## src/pkg/pwmts_pkg.sv

```systemverilog
// Package for the PWM trip source selection block.
// Assumes an AHB-Lite register bus with 32-bit data and one clock.
package pwmts_pkg;
  localparam int          NUM_PINS     = 6;
  // Register byte offsets.
  localparam logic [11:0] OFF_SELECT   = 12'h000;
  localparam logic [11:0] OFF_ACTION   = 12'h004;
  localparam logic [11:0] OFF_IRQEN    = 12'h008;
  localparam logic [11:0] OFF_FLAGS    = 12'h00C;
  localparam logic [11:0] OFF_CLEAR    = 12'h010;
  // Select register layout.
  localparam int          POS_CYCLE    = 0;
  localparam int          POS_ONESHOT  = 8;
  localparam logic [15:0] SELECT_MASK  = 16'h3F3F;
  localparam logic [15:0] SELECT_RESET = 16'h0000;
  // Action register layout.
  localparam int          POS_ACT_A    = 0;
  localparam int          POS_ACT_B    = 2;
  localparam logic [3:0]  ACTION_RESET = 4'h0;
  // Interrupt enable, flag and clear bit positions.
  localparam int          POS_INT      = 0;
  localparam int          POS_CBC      = 1;
  localparam int          POS_OST      = 2;
  localparam logic [2:0]  IRQEN_RESET  = 3'h0;
  // Trip action encodings.
  localparam logic [1:0]  ACT_HIZ      = 2'h0;
  localparam logic [1:0]  ACT_HIGH     = 2'h1;
  localparam logic [1:0]  ACT_LOW      = 2'h2;
  localparam logic [1:0]  ACT_NONE     = 2'h3;
endpackage : pwmts_pkg

```

## src/rtl/pwmts_out_stage.sv

```systemverilog
// Output stage that applies a trip action to one PWM output.
// Assumes a clean PWM level from the action logic upstream.
module pwmts_out_stage (
  // Clock and reset.
  input  wire logic       clk,
  input  wire logic       resetn,
  // Control.
  input  wire logic       tripActive,
  input  wire logic [1:0] action,
  input  wire logic       pwmIn,
  // Pin.
  output logic            pinOut,
  output logic            pinOe
);
  logic outNxt;
  logic oeNxt;

  assign outNxt = !tripActive ? pwmIn :
                  (action == pwmts_pkg::ACT_HIGH) ? 1'b1 :
                  (action == pwmts_pkg::ACT_LOW)  ? 1'b0 : pwmIn;
  assign oeNxt  = !(tripActive && action == pwmts_pkg::ACT_HIZ);

  always_ff @(posedge clk or negedge resetn) begin
    if (!resetn) begin
      pinOut <= 1'b0;
      pinOe  <= 1'b0;
    end else begin
      pinOut <= outNxt;
      pinOe  <= oeNxt;
    end
  end

  chk_hiz_on_trip: assert property (
    @(posedge clk) disable iff (!resetn)
    (tripActive && action == pwmts_pkg::ACT_HIZ) |=> !pinOe)
    else $error("Output drove during high impedance trip.");
endmodule : pwmts_out_stage

```

## src/rtl/pwmts_trip_select.sv

```systemverilog
// Trip source selection with latched one-shot and cycle trips.
// Assumes active-low asynchronous fault pins and a same-clock counter-zero
// strobe from the time base.
// Contract
// - One-shot enables at bits 13:8, pins 6..1.
// - Cycle enables at bits 5:0, pins 6..1.
// - Cleared enable ignores that pin for that type.
// - Enabled low pin raises one-shot trip.
// - One-shot trip applies action to both outputs.
// - One-shot stays latched until software clear.
// - Cycle trip acts; clears at counter zero.
// - Reset selects zero; reserved bits read zero.
// - Action codes: hiz, high, low, unchanged.
// - Enabled trip events raise trip interrupt.
//
// Our own choices: register access over AHB-Lite and the register offsets.
module pwmts_trip_select (
  // Clock and reset.
  input  wire logic        clk,
  input  wire logic        resetn,
  // AHB-Lite slave.
  input  wire logic        hsel,
  input  wire logic [11:0] haddr,
  input  wire logic [1:0]  htrans,
  input  wire logic        hwrite,
  input  wire logic [2:0]  hsize,
  input  wire logic [31:0] hwdata,
  input  wire logic        hready,
  output logic             hreadyout,
  output logic             hresp,
  output logic [31:0]      hrdata,
  // Fault pins, active low.
  input  wire logic [5:0]  faultPinN,
  // Time base and PWM.
  input  wire logic        counterZero,
  input  wire logic        pwmInA,
  input  wire logic        pwmInB,
  output logic             pwmOutA,
  output logic             pwmOutAOe,
  output logic             pwmOutB,
  output logic             pwmOutBOe,
  // Status.
  output logic             tripIrq
);
  localparam int N = pwmts_pkg::NUM_PINS;

  logic [5:0]  pinS1_r, pinS2_r;
  logic [15:0] select_r;
  logic [3:0]  action_r;
  logic [2:0]  irqEn_r;
  logic        oneShot_r, cycle_r, irqFlag_r;
  logic        wrPend_r;
  logic [11:0] wrAddr_r;
  logic [31:0] rdData_nxt;

  wire [5:0] pinLow    = ~pinS2_r;
  wire [5:0] oneShotEn = select_r[pwmts_pkg::POS_ONESHOT +: N];
  wire [5:0] cycleEn   = select_r[pwmts_pkg::POS_CYCLE +: N];
  wire oneShotEvt = |(pinLow & oneShotEn);
  wire cycleEvt   = |(pinLow & cycleEn);

  wire addrPhase = hsel && hready && htrans[1];
  wire wrSelect  = wrPend_r && wrAddr_r == pwmts_pkg::OFF_SELECT;
  wire wrAction  = wrPend_r && wrAddr_r == pwmts_pkg::OFF_ACTION;
  wire wrIrqEn   = wrPend_r && wrAddr_r == pwmts_pkg::OFF_IRQEN;
  wire wrClear   = wrPend_r && wrAddr_r == pwmts_pkg::OFF_CLEAR;
  wire clrOst = wrClear && hwdata[pwmts_pkg::POS_OST];
  wire clrCbc = wrClear && hwdata[pwmts_pkg::POS_CBC];
  wire clrInt = wrClear && hwdata[pwmts_pkg::POS_INT];
  wire irqEvt = (oneShotEvt && irqEn_r[pwmts_pkg::POS_OST]) ||
                (cycleEvt && irqEn_r[pwmts_pkg::POS_CBC]);
  wire tripActive = oneShot_r || cycle_r;

  // Pins come from outside, so they pass two flip-flops first.
  always_ff @(posedge clk or negedge resetn) begin
    if (!resetn) begin
      pinS1_r <= 6'h3F;
      pinS2_r <= 6'h3F;
    end else begin
      pinS1_r <= faultPinN;
      pinS2_r <= pinS1_r;
    end
  end

  always_ff @(posedge clk or negedge resetn) begin
    if (!resetn) begin
      wrPend_r <= 1'b0;
      wrAddr_r <= 12'h000;
    end else begin
      wrPend_r <= addrPhase && hwrite;
      wrAddr_r <= {haddr[11:2], 2'b00};
    end
  end

  always_ff @(posedge clk or negedge resetn) begin
    if (!resetn) begin
      select_r <= pwmts_pkg::SELECT_RESET;
      action_r <= pwmts_pkg::ACTION_RESET;
      irqEn_r  <= pwmts_pkg::IRQEN_RESET;
    end else begin
      if (wrSelect)
        select_r <= hwdata[15:0] & pwmts_pkg::SELECT_MASK;
      if (wrAction)
        action_r <= hwdata[3:0];
      if (wrIrqEn)
        irqEn_r <= {hwdata[2:1], 1'b0};
    end
  end

  // A new trip in the clearing cycle wins over the clear.
  always_ff @(posedge clk or negedge resetn) begin
    if (!resetn) begin
      oneShot_r <= 1'b0;
      cycle_r   <= 1'b0;
      irqFlag_r <= 1'b0;
    end else begin
      oneShot_r <= oneShotEvt || (oneShot_r && !clrOst);
      cycle_r   <= cycleEvt || (cycle_r && !counterZero && !clrCbc);
      irqFlag_r <= irqEvt || (irqFlag_r && !clrInt);
    end
  end

  always_comb begin
    rdData_nxt = 32'h0000_0000;
    unique case (haddr[11:2])
      pwmts_pkg::OFF_SELECT[11:2]: rdData_nxt[15:0] = select_r;
      pwmts_pkg::OFF_ACTION[11:2]: rdData_nxt[3:0]  = action_r;
      pwmts_pkg::OFF_IRQEN[11:2]:  rdData_nxt[2:0]  = irqEn_r;
      pwmts_pkg::OFF_FLAGS[11:2]:
        rdData_nxt[2:0] = {oneShot_r, cycle_r, irqFlag_r};
      default:                     rdData_nxt = 32'h0000_0000;
    endcase
  end

  always_ff @(posedge clk or negedge resetn) begin
    if (!resetn)
      hrdata <= 32'h0000_0000;
    else if (addrPhase && !hwrite)
      hrdata <= rdData_nxt;
  end

  assign hreadyout = 1'b1;
  assign hresp     = 1'b0;
  assign tripIrq   = irqFlag_r;

  pwmts_out_stage uStageA (
    .clk        (clk),
    .resetn     (resetn),
    .tripActive (tripActive),
    .action     (action_r[pwmts_pkg::POS_ACT_A +: 2]),
    .pwmIn      (pwmInA),
    .pinOut     (pwmOutA),
    .pinOe      (pwmOutAOe)
  );

  pwmts_out_stage uStageB (
    .clk        (clk),
    .resetn     (resetn),
    .tripActive (tripActive),
    .action     (action_r[pwmts_pkg::POS_ACT_B +: 2]),
    .pwmIn      (pwmInB),
    .pinOut     (pwmOutB),
    .pinOe      (pwmOutBOe)
  );

  chk_oneshot_latch: assert property (
    @(posedge clk) disable iff (!resetn)
    (oneShot_r && !clrOst) |=> oneShot_r)
    else $error("One-shot trip released without clear.");
  chk_oneshot_clear: assert property (
    @(posedge clk) disable iff (!resetn)
    (oneShot_r && clrOst && !oneShotEvt) |=> !oneShot_r)
    else $error("One-shot trip survived its clear.");
  chk_oneshot_raise: assert property (
    @(posedge clk) disable iff (!resetn)
    oneShotEvt |=> oneShot_r)
    else $error("Enabled low pin did not raise one-shot trip.");
  chk_cycle_zero: assert property (
    @(posedge clk) disable iff (!resetn)
    (counterZero && !cycleEvt) |=> !cycle_r)
    else $error("Cycle trip survived counter zero.");
  chk_cycle_reassert: assert property (
    @(posedge clk) disable iff (!resetn)
    (counterZero && cycleEvt) |=> cycle_r)
    else $error("Cycle trip not reasserted.");
  chk_cycle_action: assert property (
    @(posedge clk) disable iff (!resetn)
    (cycle_r && action_r[pwmts_pkg::POS_ACT_A +: 2] == pwmts_pkg::ACT_LOW)
    |=> (pwmOutAOe && !pwmOutA))
    else $error("Cycle trip action not applied.");
  chk_ignore_disabled: assert property (
    @(posedge clk) disable iff (!resetn)
    (select_r == 16'h0000 && !oneShot_r && !clrOst) |=> !oneShot_r)
    else $error("Disabled pin caused a trip.");
  chk_cycle_ignore: assert property (
    @(posedge clk) disable iff (!resetn)
    (!(|(pinLow & cycleEn)) && !cycle_r) |=> !cycle_r)
    else $error("Disabled pin caused a cycle trip.");
  chk_reserved_zero: assert property (
    @(posedge clk) disable iff (!resetn)
    (select_r & ~pwmts_pkg::SELECT_MASK) == 16'h0000)
    else $error("Reserved select bits set.");
  chk_both_outputs: assert property (
    @(posedge clk) disable iff (!resetn)
    (oneShot_r && action_r == {pwmts_pkg::ACT_HIGH, pwmts_pkg::ACT_LOW})
    |=> (pwmOutAOe && !pwmOutA && pwmOutBOe && pwmOutB))
    else $error("Trip action not applied to both outputs.");
  chk_irq_raise: assert property (
    @(posedge clk) disable iff (!resetn)
    (cycleEvt && irqEn_r[pwmts_pkg::POS_CBC]) |=> tripIrq)
    else $error("Enabled cycle trip gave no interrupt.");
  chk_irq_oneshot: assert property (
    @(posedge clk) disable iff (!resetn)
    (oneShotEvt && irqEn_r[pwmts_pkg::POS_OST]) |=> tripIrq)
    else $error("Enabled one-shot trip gave no interrupt.");
  chk_dual_source: assert property (
    @(posedge clk) disable iff (!resetn)
    (|(pinLow & oneShotEn & cycleEn)) |=> (oneShot_r && cycle_r))
    else $error("Dual source did not raise both trips.");
  chk_sel_write: assert property (
    @(posedge clk) disable iff (!resetn)
    wrSelect |=> select_r == ($past(hwdata[15:0]) & pwmts_pkg::SELECT_MASK))
    else $error("Select write not stored.");

  cov_oneshot: cover property (@(posedge clk) disable iff (!resetn)
    oneShotEvt ##[1:20] clrOst);
  cov_cycle: cover property (@(posedge clk) disable iff (!resetn)
    cycle_r ##1 counterZero ##1 !cycle_r);
  cov_irq: cover property (@(posedge clk) disable iff (!resetn)
    tripIrq ##[1:20] !tripIrq);
  cov_dual: cover property (@(posedge clk) disable iff (!resetn)
    oneShot_r && cycle_r);
  cov_hiz: cover property (@(posedge clk) disable iff (!resetn)
    tripActive && !pwmOutAOe);
endmodule : pwmts_trip_select

```

## config.mk

```make
export PLATFORM = sky130hd
export DESIGN_NAME = pwmts_trip_select
export DESIGN_NICKNAME = d
export VERILOG_FILES = /design/src/pkg/pwmts_pkg.sv /design/src/rtl/pwmts_out_stage.sv /design/src/rtl/pwmts_trip_select.sv
export SDC_FILE = /design/constraint.sdc
export NUM_CORES = 1
export LEC_CHECK = 0
export BUFFER_PORTS_ARGS = -buffer_cell sky130_fd_sc_hd__buf_2
export CAP_MARGIN = 25
export CORE_MARGIN = 2
export CORE_UTILIZATION = 45
export CTS_BUF_LIST = sky130_fd_sc_hd__clkbuf_4 sky130_fd_sc_hd__clkbuf_8
export CTS_CLUSTER_SIZE = 10
export DETAILED_ROUTE_END_ITERATION = 8
export GPL_ROUTABILITY_DRIVEN = 0
export HOLD_SLACK_MARGIN = 0.1
export PLACE_DENSITY = 0.77
export REMOVE_ABC_BUFFERS = 1
export SLEW_MARGIN = 20
export SYNTH_ARGS = -nofsm -noshare
export SYNTH_HDL_FRONTEND = slang
export SYNTH_SLANG_ARGS = --single-unit
```

## constraint.sdc

```tcl
create_clock -name clk -period 1.75 [get_ports clk]
set_input_delay 0.0875 -clock clk [delete_from_list [all_inputs] [get_ports clk]]
set_output_delay 0.0875 -clock clk [all_outputs]
set_load 0.03 [all_outputs]
```

==> impl_metrics.csv, run 1 <==
group,metric,value,unit
run_status,status,"finished, violations left",
run_status,violations,"negative setup slack",
worst_setup_path,path_max_fanout,7,
logic_synthesis,yosysSeqAreaShare,61.0,%
logic_synthesis,synth_area,2490,um2
sta,skew,0.00659,ns
global_route,grt.total_usage,17.3,%
sta,layout_setup_ws,-0.163,ns
detailed_routing,drt_iter0_markers,100,
detailed_routing,route.antenna.remaining_nets,0,
global_route,grt_max_degree,40,
cts,cts-htree-levels,3,
worst_setup_path,startpoint_type,"register",
logic_synthesis,synth_cell_types,36,
global_route,grt_pass1_vias,1692,
worst_setup_path,endpoint_kind,"register",
logic_synthesis,avgSynthCellArea,14.0,um2
floorplan,die_area,6140,um2
detailed_routing,routed_wirelength,4870,um
detailed_routing,vias_per_cell,4.75,
cts,cts_made_buffers,9,
layout,final_cells,359,
cts,cts_buffer_depth,2,
power_and_ir_drop,p_per_area,911,nW/um2
worst_setup_path,crit_path_max_incr_delay,0.55,ns
floorplan,die_h,78.3,um
layout,final_util,63.7,%
layout,drive_above_1_share,42.5,%
worst_setup_path,critPathBufInv,1,
layout,syn2layout_area_growth,38.4,%
detailed_routing,post_drt_wl_per_cell,13.6,um
floorplan,core_area,5410,um2
job,max-cap-violations,0,
power_and_ir_drop,peakVddDrop,0.000508,V
worst_setup_path,crit_family,"simple AND/OR/NAND/NOR gates",
logic_synthesis,synth.yosys.warnings,0,
place,place_inst,303,
floorplan,die_w,78.3,um
sta,setup_viol,16,
worst_hold_path,hold_class,"input port to async pin",
worst_setup_path,critPathRequiredTime,1.98,ns
sta,layout_min_cycle_time,1.91,ns
cts,clk_latency,0.34,ns
sta,final.period_utilization,109,%
sta,finalMaxSlewViolations,0,
detailed_routing,drc,0,
cts,root_buffer,"clkbuf_8",
sta,fmax,523,MHz
worst_setup_path,worstPathArrival,2.14,ns
sta,grt_setup_unrepaired,"true",
floorplan,initial_utilization,46.0,%
place,hpwlAfterDp,3310,um
place,dp_slack,-0.251,ns
floorplan,ios,102,
worst_setup_path,crit_chain,"or4_4 > nor3_4 > and3b_4 > buf_12 > mux2_4",
place,io_buffer_count,53,
worst_setup_path,slowest_stage,"or4_4",
sta,finalHoldWorstSlack,0.235,ns
worst_setup_path,criticalPathCategory,"register to register",
sta,hold_viol,0,
logic_synthesis,synth-seq-cells,60,
layout,diodes,0,
global_route,grt_overflow,0,
global_route,grt_pass1_wl,7910,um
detailed_routing,num_vias,1704,
layout,nets,345,
logic_synthesis,postSynthCellCount,178,
global_route,antenna_found_initial,0,
detailed_routing,drtPass1Iterations,4,
cts,cts_tree,"done",
cts,clk_pin_slew,0.07,ns
power_and_ir_drop,p_leak,1.65,nW
floorplan,rows,27,
cts,cts_sinks,60,
## metal layers
layer / up-vias / wire length (um) / track usage, %
li1: 805 / - / -
met1: 835 / 2080 / 20.2
met2: 52 / 2410 / 28.2
met3: 12 / 249 / 5.06
met4: 0 / 141 / 10.5
met5: - / 0 / 0
## area by class of cell
class	count	area, um2
fill	418	1960
sequential	60	1520
multi-input combinational	99	830
timing repair buffer	98	733
clock buffer	11	145
tap	72	90.1
clock inverter	5	75.1
inverter	14	52.6
## synth_stat cells
master	n	area share, %
a22o_1	11	3.9
nand4_1	2	0.50
a221o_1	1	0.40
or4_4	1	0.45
a41oi_1	1	0.35
or3_1	4	1.0
and3b_4	1	0.50
nor4bb_1	1	0.40
conb_1	2	0.30
nand2_1	2	0.30
nand3_1	1	0.20
o21ai_0	5	1.0
buf_12	1	0.80
or3_4	1	0.45
a31o_2	1	0.35
nor4_1	1	0.25
nor2_1	2	0.30
o22ai_1	6	1.5
mux2i_1	2	0.80
a21oi_1	2	0.40
mux2_2	8	3.6
clkbuf_1	2	0.30
nor3_1	1	0.20
mux2_4	10	6.0
nor3_4	2	1.3
dfrtp_1	48	48
dfstp_2	12	13
nand4b_1	2	0.70
o31ai_1	1	0.30
mux4_2	2	1.8
a21o_1	1	0.30
or2_2	1	0.25
buf_4	22	6.6
or4_1	3	0.91
and4_1	1	0.35
inv_1	14	2.1
## stage by stage
stage | instance area, um2 | total power [mW] | setup TNS [ns]
final | 3440 | 3.13 | -2.13
after global routing | 3440 | 3.24 | -3.37
after CTS | 3390 | 3.15 | -2.43
after detailed placement | 2790 | 1.72 | -2.75
after global placement | 2790 | 1.71 | -2.12
after floorplan | 2370 | 1.61 | -1.75
## flip-flops by register name (all words and copies together), names as in the netlist, 2 cells and up
name and flops:
select_r 12, irqEn_r 2, pinS1_r 6, action_r 4
wrAddr_r 10, hrdata 12, pinS2_r 6
## power by group
part / internal, mW / switching (mW)
Combinational: 0.121 / 0.161
Sequential: 1.44 / 0.0278
Clock: 0.848 / 0.533
## final timing paths
path / end / cells past startpoint / slack (ns) / from
setup / recovery: select_r[4] / 5 / -0.16 / wrAddr_r[9]
setup reg to reg: select_r[4] / 5 / -0.16 / wrAddr_r[9]
hold reg to reg: pinS2_r[5] / 0 / 0.36 / pinS1_r[5]
min in group clk: hrdata[0] / 4 / 0.24 / haddr[10]
max in group asynchronous: pinS2_r[2] / 3 / 0.88 / resetn
hold / removal: wrAddr_r[2] / 2 / 0.24 / resetn
## cell usage in the layout (no fill, tap or decap), drive strengths merged, types with 3 or more instances in the layout
cell type	instances
dfstp	12
o21ai	5
clkbuf	11
inv	14
clkinv	3
a22o	11
or4	4
mux2	18
dlygate4sd3	34
nor3	3
dfrtp	48
o22ai	6
or3	5
conb	22
buf	63
## cell families (layout without fill, tap and decap cells)
logic type / after synthesis / after routing / share of synthesized area (%)
DFF: 60 / 60 / 61.0
AOI/OAI and AO/OA: 29 / 29 / 8.50
muxes: 22 / 22 / 12.3
buffers and inverters: 39 / 128 / 9.86
other: 2 / 22 / 0.302
and+or+nand+nor: 26 / 26 / 8.10
## repair_timing
item                                    CTS  global route
hold endpoints to repair                 61             1
buffers inserted                          3             5
hold buffers                             34             1
endpoints found under the setup margin   18            28
pin swaps                                 2             3
cloned                                    0             0
resized for setup                         2             6
No activity file was read; power rests on OpenSTA's default activity.
==> run 2, diff against run 1 <==
--- a/config.mk
+++ b/config.mk
@@ -5,13 +5,13 @@
 export SDC_FILE = /design/constraint.sdc
 export NUM_CORES = 1
 export LEC_CHECK = 0
-export BUFFER_PORTS_ARGS = -buffer_cell sky130_fd_sc_hd__buf_2
 export CAP_MARGIN = 25
 export CORE_MARGIN = 2
-export CORE_UTILIZATION = 45
+export CORE_UTILIZATION = 59
 export CTS_BUF_LIST = sky130_fd_sc_hd__clkbuf_4 sky130_fd_sc_hd__clkbuf_8
 export CTS_CLUSTER_SIZE = 10
 export DETAILED_ROUTE_END_ITERATION = 8
+export DONT_BUFFER_PORTS = 1
 export GPL_ROUTABILITY_DRIVEN = 0
 export HOLD_SLACK_MARGIN = 0.1
 export PLACE_DENSITY = 0.77
==> run 2 against run 1 <==
Effect of this change:
- the flow still finishes with violations (negative setup slack)
- worst setup slack got worse by 0.055 ns
- combinational power is 17% lower
- total power down 1.1%
- clock-buffer cell count is the same
- clock skew hardly changed
- first-iteration DRC count rose by 63%
- sequential share of layout area rose by 3.5 points
- largest cell class unchanged
==> impl_metrics.csv, run 2 (synthesis results as in run 1) <==
group,metric,value,unit
sta,layout_setup_ws,-0.218,ns
layout,final_common_cell,"dfrtp_1",
power_and_ir_drop,p_sw,0.712,mW
worst_setup_path,startpoint,"wrAddr_r[11]",
floorplan,die_w,68.9,um
global_route,grt_overflow,0,
cts,cts_tree,"done",
worst_setup_path,endpoint_kind,"register",
cts,cts_made_buffers,9,
detailed_routing,post_drt_wl_per_cell,20.7,um
power_and_ir_drop,comb_power_share,7.5,%
floorplan,core_area,4030,um2
worst_setup_path,endpoint,"select_r[4]",
sta,grt_setup_unrepaired,"true",
cts,clk_latency,0.34,ns
worst_setup_path,r2r_setup_slack,-0.22,ns
sta,hold_viol,0,
detailed_routing,drtPass1Iterations,4,
global_route,grt.total_usage,27.3,%
cts,root_buffer,"clkbuf_8",
worst_hold_path,hold_class,"input port to register",
sta,fmax,508,MHz
sta,layout_min_cycle_time,1.97,ns
worst_setup_path,worstPathArrival,2.19,ns
power_and_ir_drop,p_leak,1.43,nW
sta,finalMaxSlewViolations,0,
sta,setup_viol,21,
floorplan,initial_utilization,61.7,%
place,io_buffer_count,0,
global_route,grt_pass1_vias,1748,
cts,cts_buffer_depth,2,
layout,reg_top3,"hrdata (12), select_r (12), wrAddr_r (10)",
cts,clk_pin_slew,0.06,ns
floorplan,rows,23,
power_and_ir_drop,p_clk_share,44.2,%
worst_setup_path,criticalPathCategory,"register to register",
floorplan,ios,102,
worst_setup_path,path_max_fanout,7,
power_and_ir_drop,p_per_area,973,nW/um2
power_and_ir_drop,p_seq_share,48.3,%
layout,diodes,0,
detailed_routing,routed_wirelength,5930,um
global_route,grt_pass1_wl,8710,um
layout,layout_common_cells,"dfrtp_1 (48), dlygate4sd3_1 (36), conb_1 (22), inv_1 (14)",
global_route,grt_max_degree,61,
place,dpl-instance-area,2450,um2
detailed_routing,drt_iter0_markers,163,
power_and_ir_drop,intPower,2.39,mW
sta,final.period_utilization,112,%
floorplan,die_area,4750,um2
floorplan,die_h,68.9,um
place,hpwlAfterDp,3300,um
layout,final_util,79.1,%
run_status,status,"finished, violations left",
layout,syn2layout_area_growth,28.1,%
run_status,violations,"negative setup slack",
power_and_ir_drop,peakVddDrop,0.000787,V
power_and_ir_drop,p_total,3.10,mW
detailed_routing,vias_per_cell,5.83,
sta,skew,0.00693,ns
cts,cts-htree-levels,3,
job,max-cap-violations,0,
layout,nets,295,
detailed_routing,num_vias,1672,
worst_setup_path,startpoint_type,"register",
detailed_routing,route.antenna.remaining_nets,0,
worst_setup_path,critPathRequiredTime,1.97,ns
worst_setup_path,regToRegEndpoint,"select_r[4]",
power_and_ir_drop,swShare,23.0,%
cts,cts_sinks,60,
worst_setup_path,reg2reg_depth,5,
sta,finalHoldWorstSlack,0.117,ns
layout,final_area,3190,um2
global_route,antenna_found_initial,0,
layout,drive_above_1_share,30.4,%
worst_setup_path,reg2reg_from,"wrAddr_r[11]",
detailed_routing,drc,0,
[run 2: changes by cell type in the layout (fill, tap and decap cells not counted), moves of 2 or more]
cell | before | now
buf_6 | 0 | 3
buf_2 | 52 | 0
dlygate4sd3_1 | 34 | 36
buf_12 | 3 | 1
[run 2: cell type report]
cell class	count	area, um2
Tap cell	50	62.6
Inverter	14	52.6
Timing Repair Buffer	48	494
Fill cell	215	843
Clock inverter	5	75.1
Multi-Input combinational cell	99	840
Clock buffer	11	145
Sequential cell	60	1520
[run 2: worst max-delay path: stages, from the launching register on]
cell and delay [ns]:
dfrtp_1 0.36, or4_4 0.57, nor3_4 0.20, and3b_4 0.28, buf_12 0.14, mux2_4 0.30
[run 2: power by group through the flow]
stage / clock (mW) / sequential (mW) / combinational (mW)
floorplan: 0 / 1.50 / 0.106
global placement: 0 / 1.51 / 0.113
detailed placement: 0 / 1.51 / 0.114
CTS: 1.39 / 1.49 / 0.224
global route: 1.46 / 1.50 / 0.255
finish: 1.37 / 1.50 / 0.234
[run 2: repair_timing]
action,in CTS,in global routing
gates cloned,0,0
hold endpoints to repair,111,1
pin swaps,4,4
setup buffers,7,2
resized for setup,5,7
hold buffers,36,1
endpoints found under the setup margin,19,21
[run 2: worst min path at each step]
stage	startpoint	end	slack [ns]	depth (start not counted)
2_1_floorplan	resetn	action_r[0]	-0.21	0
3_3_place_gp	resetn	hrdata[9]	-0.21	0
3_5_place_dp	resetn	hrdata[9]	-0.21	0
4_1_cts	hready	hrdata[3]	0.10	3
5_1_grt	haddr[2]	hrdata[1]	0.12	2
6_report	haddr[2]	hrdata[1]	0.12	2
[run 2: per-stage QoR]
step,setup TNS (ns),cells,setup WS [ns]
6_report,-3.15,287,-0.218
5_1_grt,-4.00,287,-0.259
4_1_cts,-2.35,285,-0.193
3_5_place_dp,-3.09,226,-0.242
3_3_place_gp,-2.30,226,-0.189
2_1_floorplan,-1.75,173,-0.177
[run 2: per-layer routing]
layer	global-route usage (%)	wire (um)	up-vias
met1	28.7	2110	853
met4	16.4	212	0
met5	0	0	-
met3	11.4	461	18
met2	45.4	3150	97
li1	-	-	704
==> run 3, diff against run 2 <==
--- a/config.mk
+++ b/config.mk
@@ -16,6 +16,7 @@
 export HOLD_SLACK_MARGIN = 0.1
 export PLACE_DENSITY = 0.77
 export REMOVE_ABC_BUFFERS = 1
+export SKIP_CTS_REPAIR_TIMING = 1
 export SLEW_MARGIN = 20
 export SYNTH_ARGS = -nofsm -noshare
 export SYNTH_HDL_FRONTEND = slang
==> run 3 against run 2 <==
Effect of this change:
- the flow still finishes with violations (negative setup slack)
- non-clock buffer count is 6 lower
- via count fell by 3.5%
- final cell count down 1.4%
- final area decreased by 2.2%
- total power fell by 0.29%
- maximum frequency fell by 1.4%
- clock power is essentially flat
==> impl_metrics.csv, run 3 (synthesis results as in run 1) <==
group,metric,value,unit
sta,skew,0.00766,ns
worst_setup_path,path_max_fanout,6,
detailed_routing,post_drt_wl_per_cell,19.7,um
worst_setup_path,worstPathArrival,2.22,ns
layout,layout_common_cells,"dfrtp_1 (48), dlygate4sd3_1 (35), conb_1 (22), inv_1 (14), mux2_4 (13)",
worst_hold_path,holdPathStages,3,
floorplan,core_area,4030,um2
place,dp_slack,-0.242,ns
worst_setup_path,crit_chain,"or4_4 > nor3_4 > and3b_2 > mux2_4",
run_status,violations,"negative setup slack",
floorplan,rows,23,
worst_setup_path,crit_path_max_incr_delay,0.56,ns
global_route,grt_pass1_wl,7010,um
run_status,status,"finished, violations left",
worst_setup_path,startpoint_type,"register",
cts,cts_sinks,60,
worst_setup_path,r2r_setup_slack,-0.25,ns
layout,syn2layout_area_growth,25.2,%
power_and_ir_drop,p_leak,1.41,nW
cts,clk_pin_slew,0.06,ns
sta,fmax,501,MHz
worst_setup_path,regToRegEndpoint,"select_r[9]",
power_and_ir_drop,peakVddDrop,0.000675,V
detailed_routing,drc,0,
layout,drive_above_1_share,27.6,%
detailed_routing,drtPass1Iterations,4,
layout,num-fill-cells,229,
layout,nets,290,
cts,cts_buffer_depth,2,
floorplan,ios,102,
place,hpwlAfterDp,3300,um
worst_setup_path,startpoint,"wrAddr_r[6]",
worst_setup_path,reg2reg_from,"wrAddr_r[6]",
global_route,grt_max_degree,61,
global_route,grt_overflow,0,
layout,final_area,3110,um2
sta,setup_viol,21,
cts,cts-htree-levels,3,
sta,final.period_utilization,114,%
place,dpl-instance-area,2450,um2
layout,multi_input_area,826,um2
place,place_inst,226,
global_route,grt_pass1_vias,1411,
power_and_ir_drop,p_per_area,992,nW/um2
worst_setup_path,critPathRequiredTime,1.97,ns
floorplan,initial_utilization,61.7,%
cts,clk_latency,0.34,ns
layout,regArea,1520,um2
floorplan,die_w,68.9,um
detailed_routing,vias_per_cell,5.70,
layout,final_common_cell,"dfrtp_1",
worst_setup_path,endpoint_kind,"register",
power_and_ir_drop,p_total,3.09,mW
job,max-cap-violations,0,
worst_setup_path,criticalPathCategory,"register to register",
sta,grt_setup_unrepaired,"true",
global_route,grt.total_usage,21.9,%
sta,layout_setup_ws,-0.246,ns
sta,finalMaxSlewViolations,0,
worst_setup_path,reg2reg_depth,4,
detailed_routing,num_vias,1613,
sta,hold_viol,0,
place,io_buffer_count,0,
worst_hold_path,hold_class,"input port to register",
sta,layout_min_cycle_time,2.00,ns
detailed_routing,routed_wirelength,5560,um
detailed_routing,route.antenna.remaining_nets,0,
cts,cts_made_buffers,9,
layout,final_cells,283,
detailed_routing,drt_iter0_markers,172,
cts,cts_tree,"done",
worst_setup_path,endpoint,"select_r[9]",
worst_hold_path,min-delay-start,"haddr[3]",
global_route,antenna_found_initial,1,
layout,reg_top3,"hrdata (12), select_r (12), wrAddr_r (10)",
floorplan,die_h,68.9,um
cts,root_buffer,"clkbuf_8",
floorplan,die_area,4750,um2
worst_setup_path,slowest_stage,"or4_4",
-- run 3: final cells by class --
cell class                 count  share of cell area [%]
inverter                      14                    1.69
sequential                    60                    48.7
clock inverter                 5                    2.41
antenna                        1                  0.0804
tap                           50                    2.01
timing repair buffer          42                    13.9
clock buffer                  11                    4.66
multi-input combinational    100                    26.5
-- run 3: how the worst min path moves through the flow --
stage / to
after floorplan: action_r[0]
after global placement: hrdata[9]
after detailed placement: hrdata[9]
after CTS: select_r[10]
after global routing: hrdata[0]
final: hrdata[0]
-- run 3: metrics by stage --
| step | util, % | setup TNS (ns) | hold WS [ns] |
|---|---|---|---|
| after floorplan | - | -1.75 | -0.208 |
| final | 77.3 | -3.50 | 0.0782 |
| after CTS | 66.4 | -3.32 | -0.574 |
| after global placement | 60.9 | -2.30 | -0.207 |
| after detailed placement | 60.9 | -3.09 | -0.207 |
| after global routing | 77.3 | -4.50 | 0.0968 |
-- run 3: routing by layer --
layer / vias up / GRT usage, % / part of all wire (%)
li1: 697 / - / -
met5: - / 0 / 0
met1: 799 / 25.5 / 37
met3: 15 / 11.0 / 10
met4: 0 / 11.3 / 2.7
met2: 102 / 33.4 / 50
-- run 3: worst max-delay path, delay by kind of cell, from the launching register on --
kind,cells,cell delay (ns)
simple gates,3,1.19
mux,1,0.32
flops,1,0.38
-- run 3: where the power goes --
group          internal, mW  total (mW)  switching [mW]
sequential             1.44        1.49          0.0487
clock                 0.848        1.37           0.523
combinational        0.0937       0.226           0.132
total                  2.39        3.09           0.704
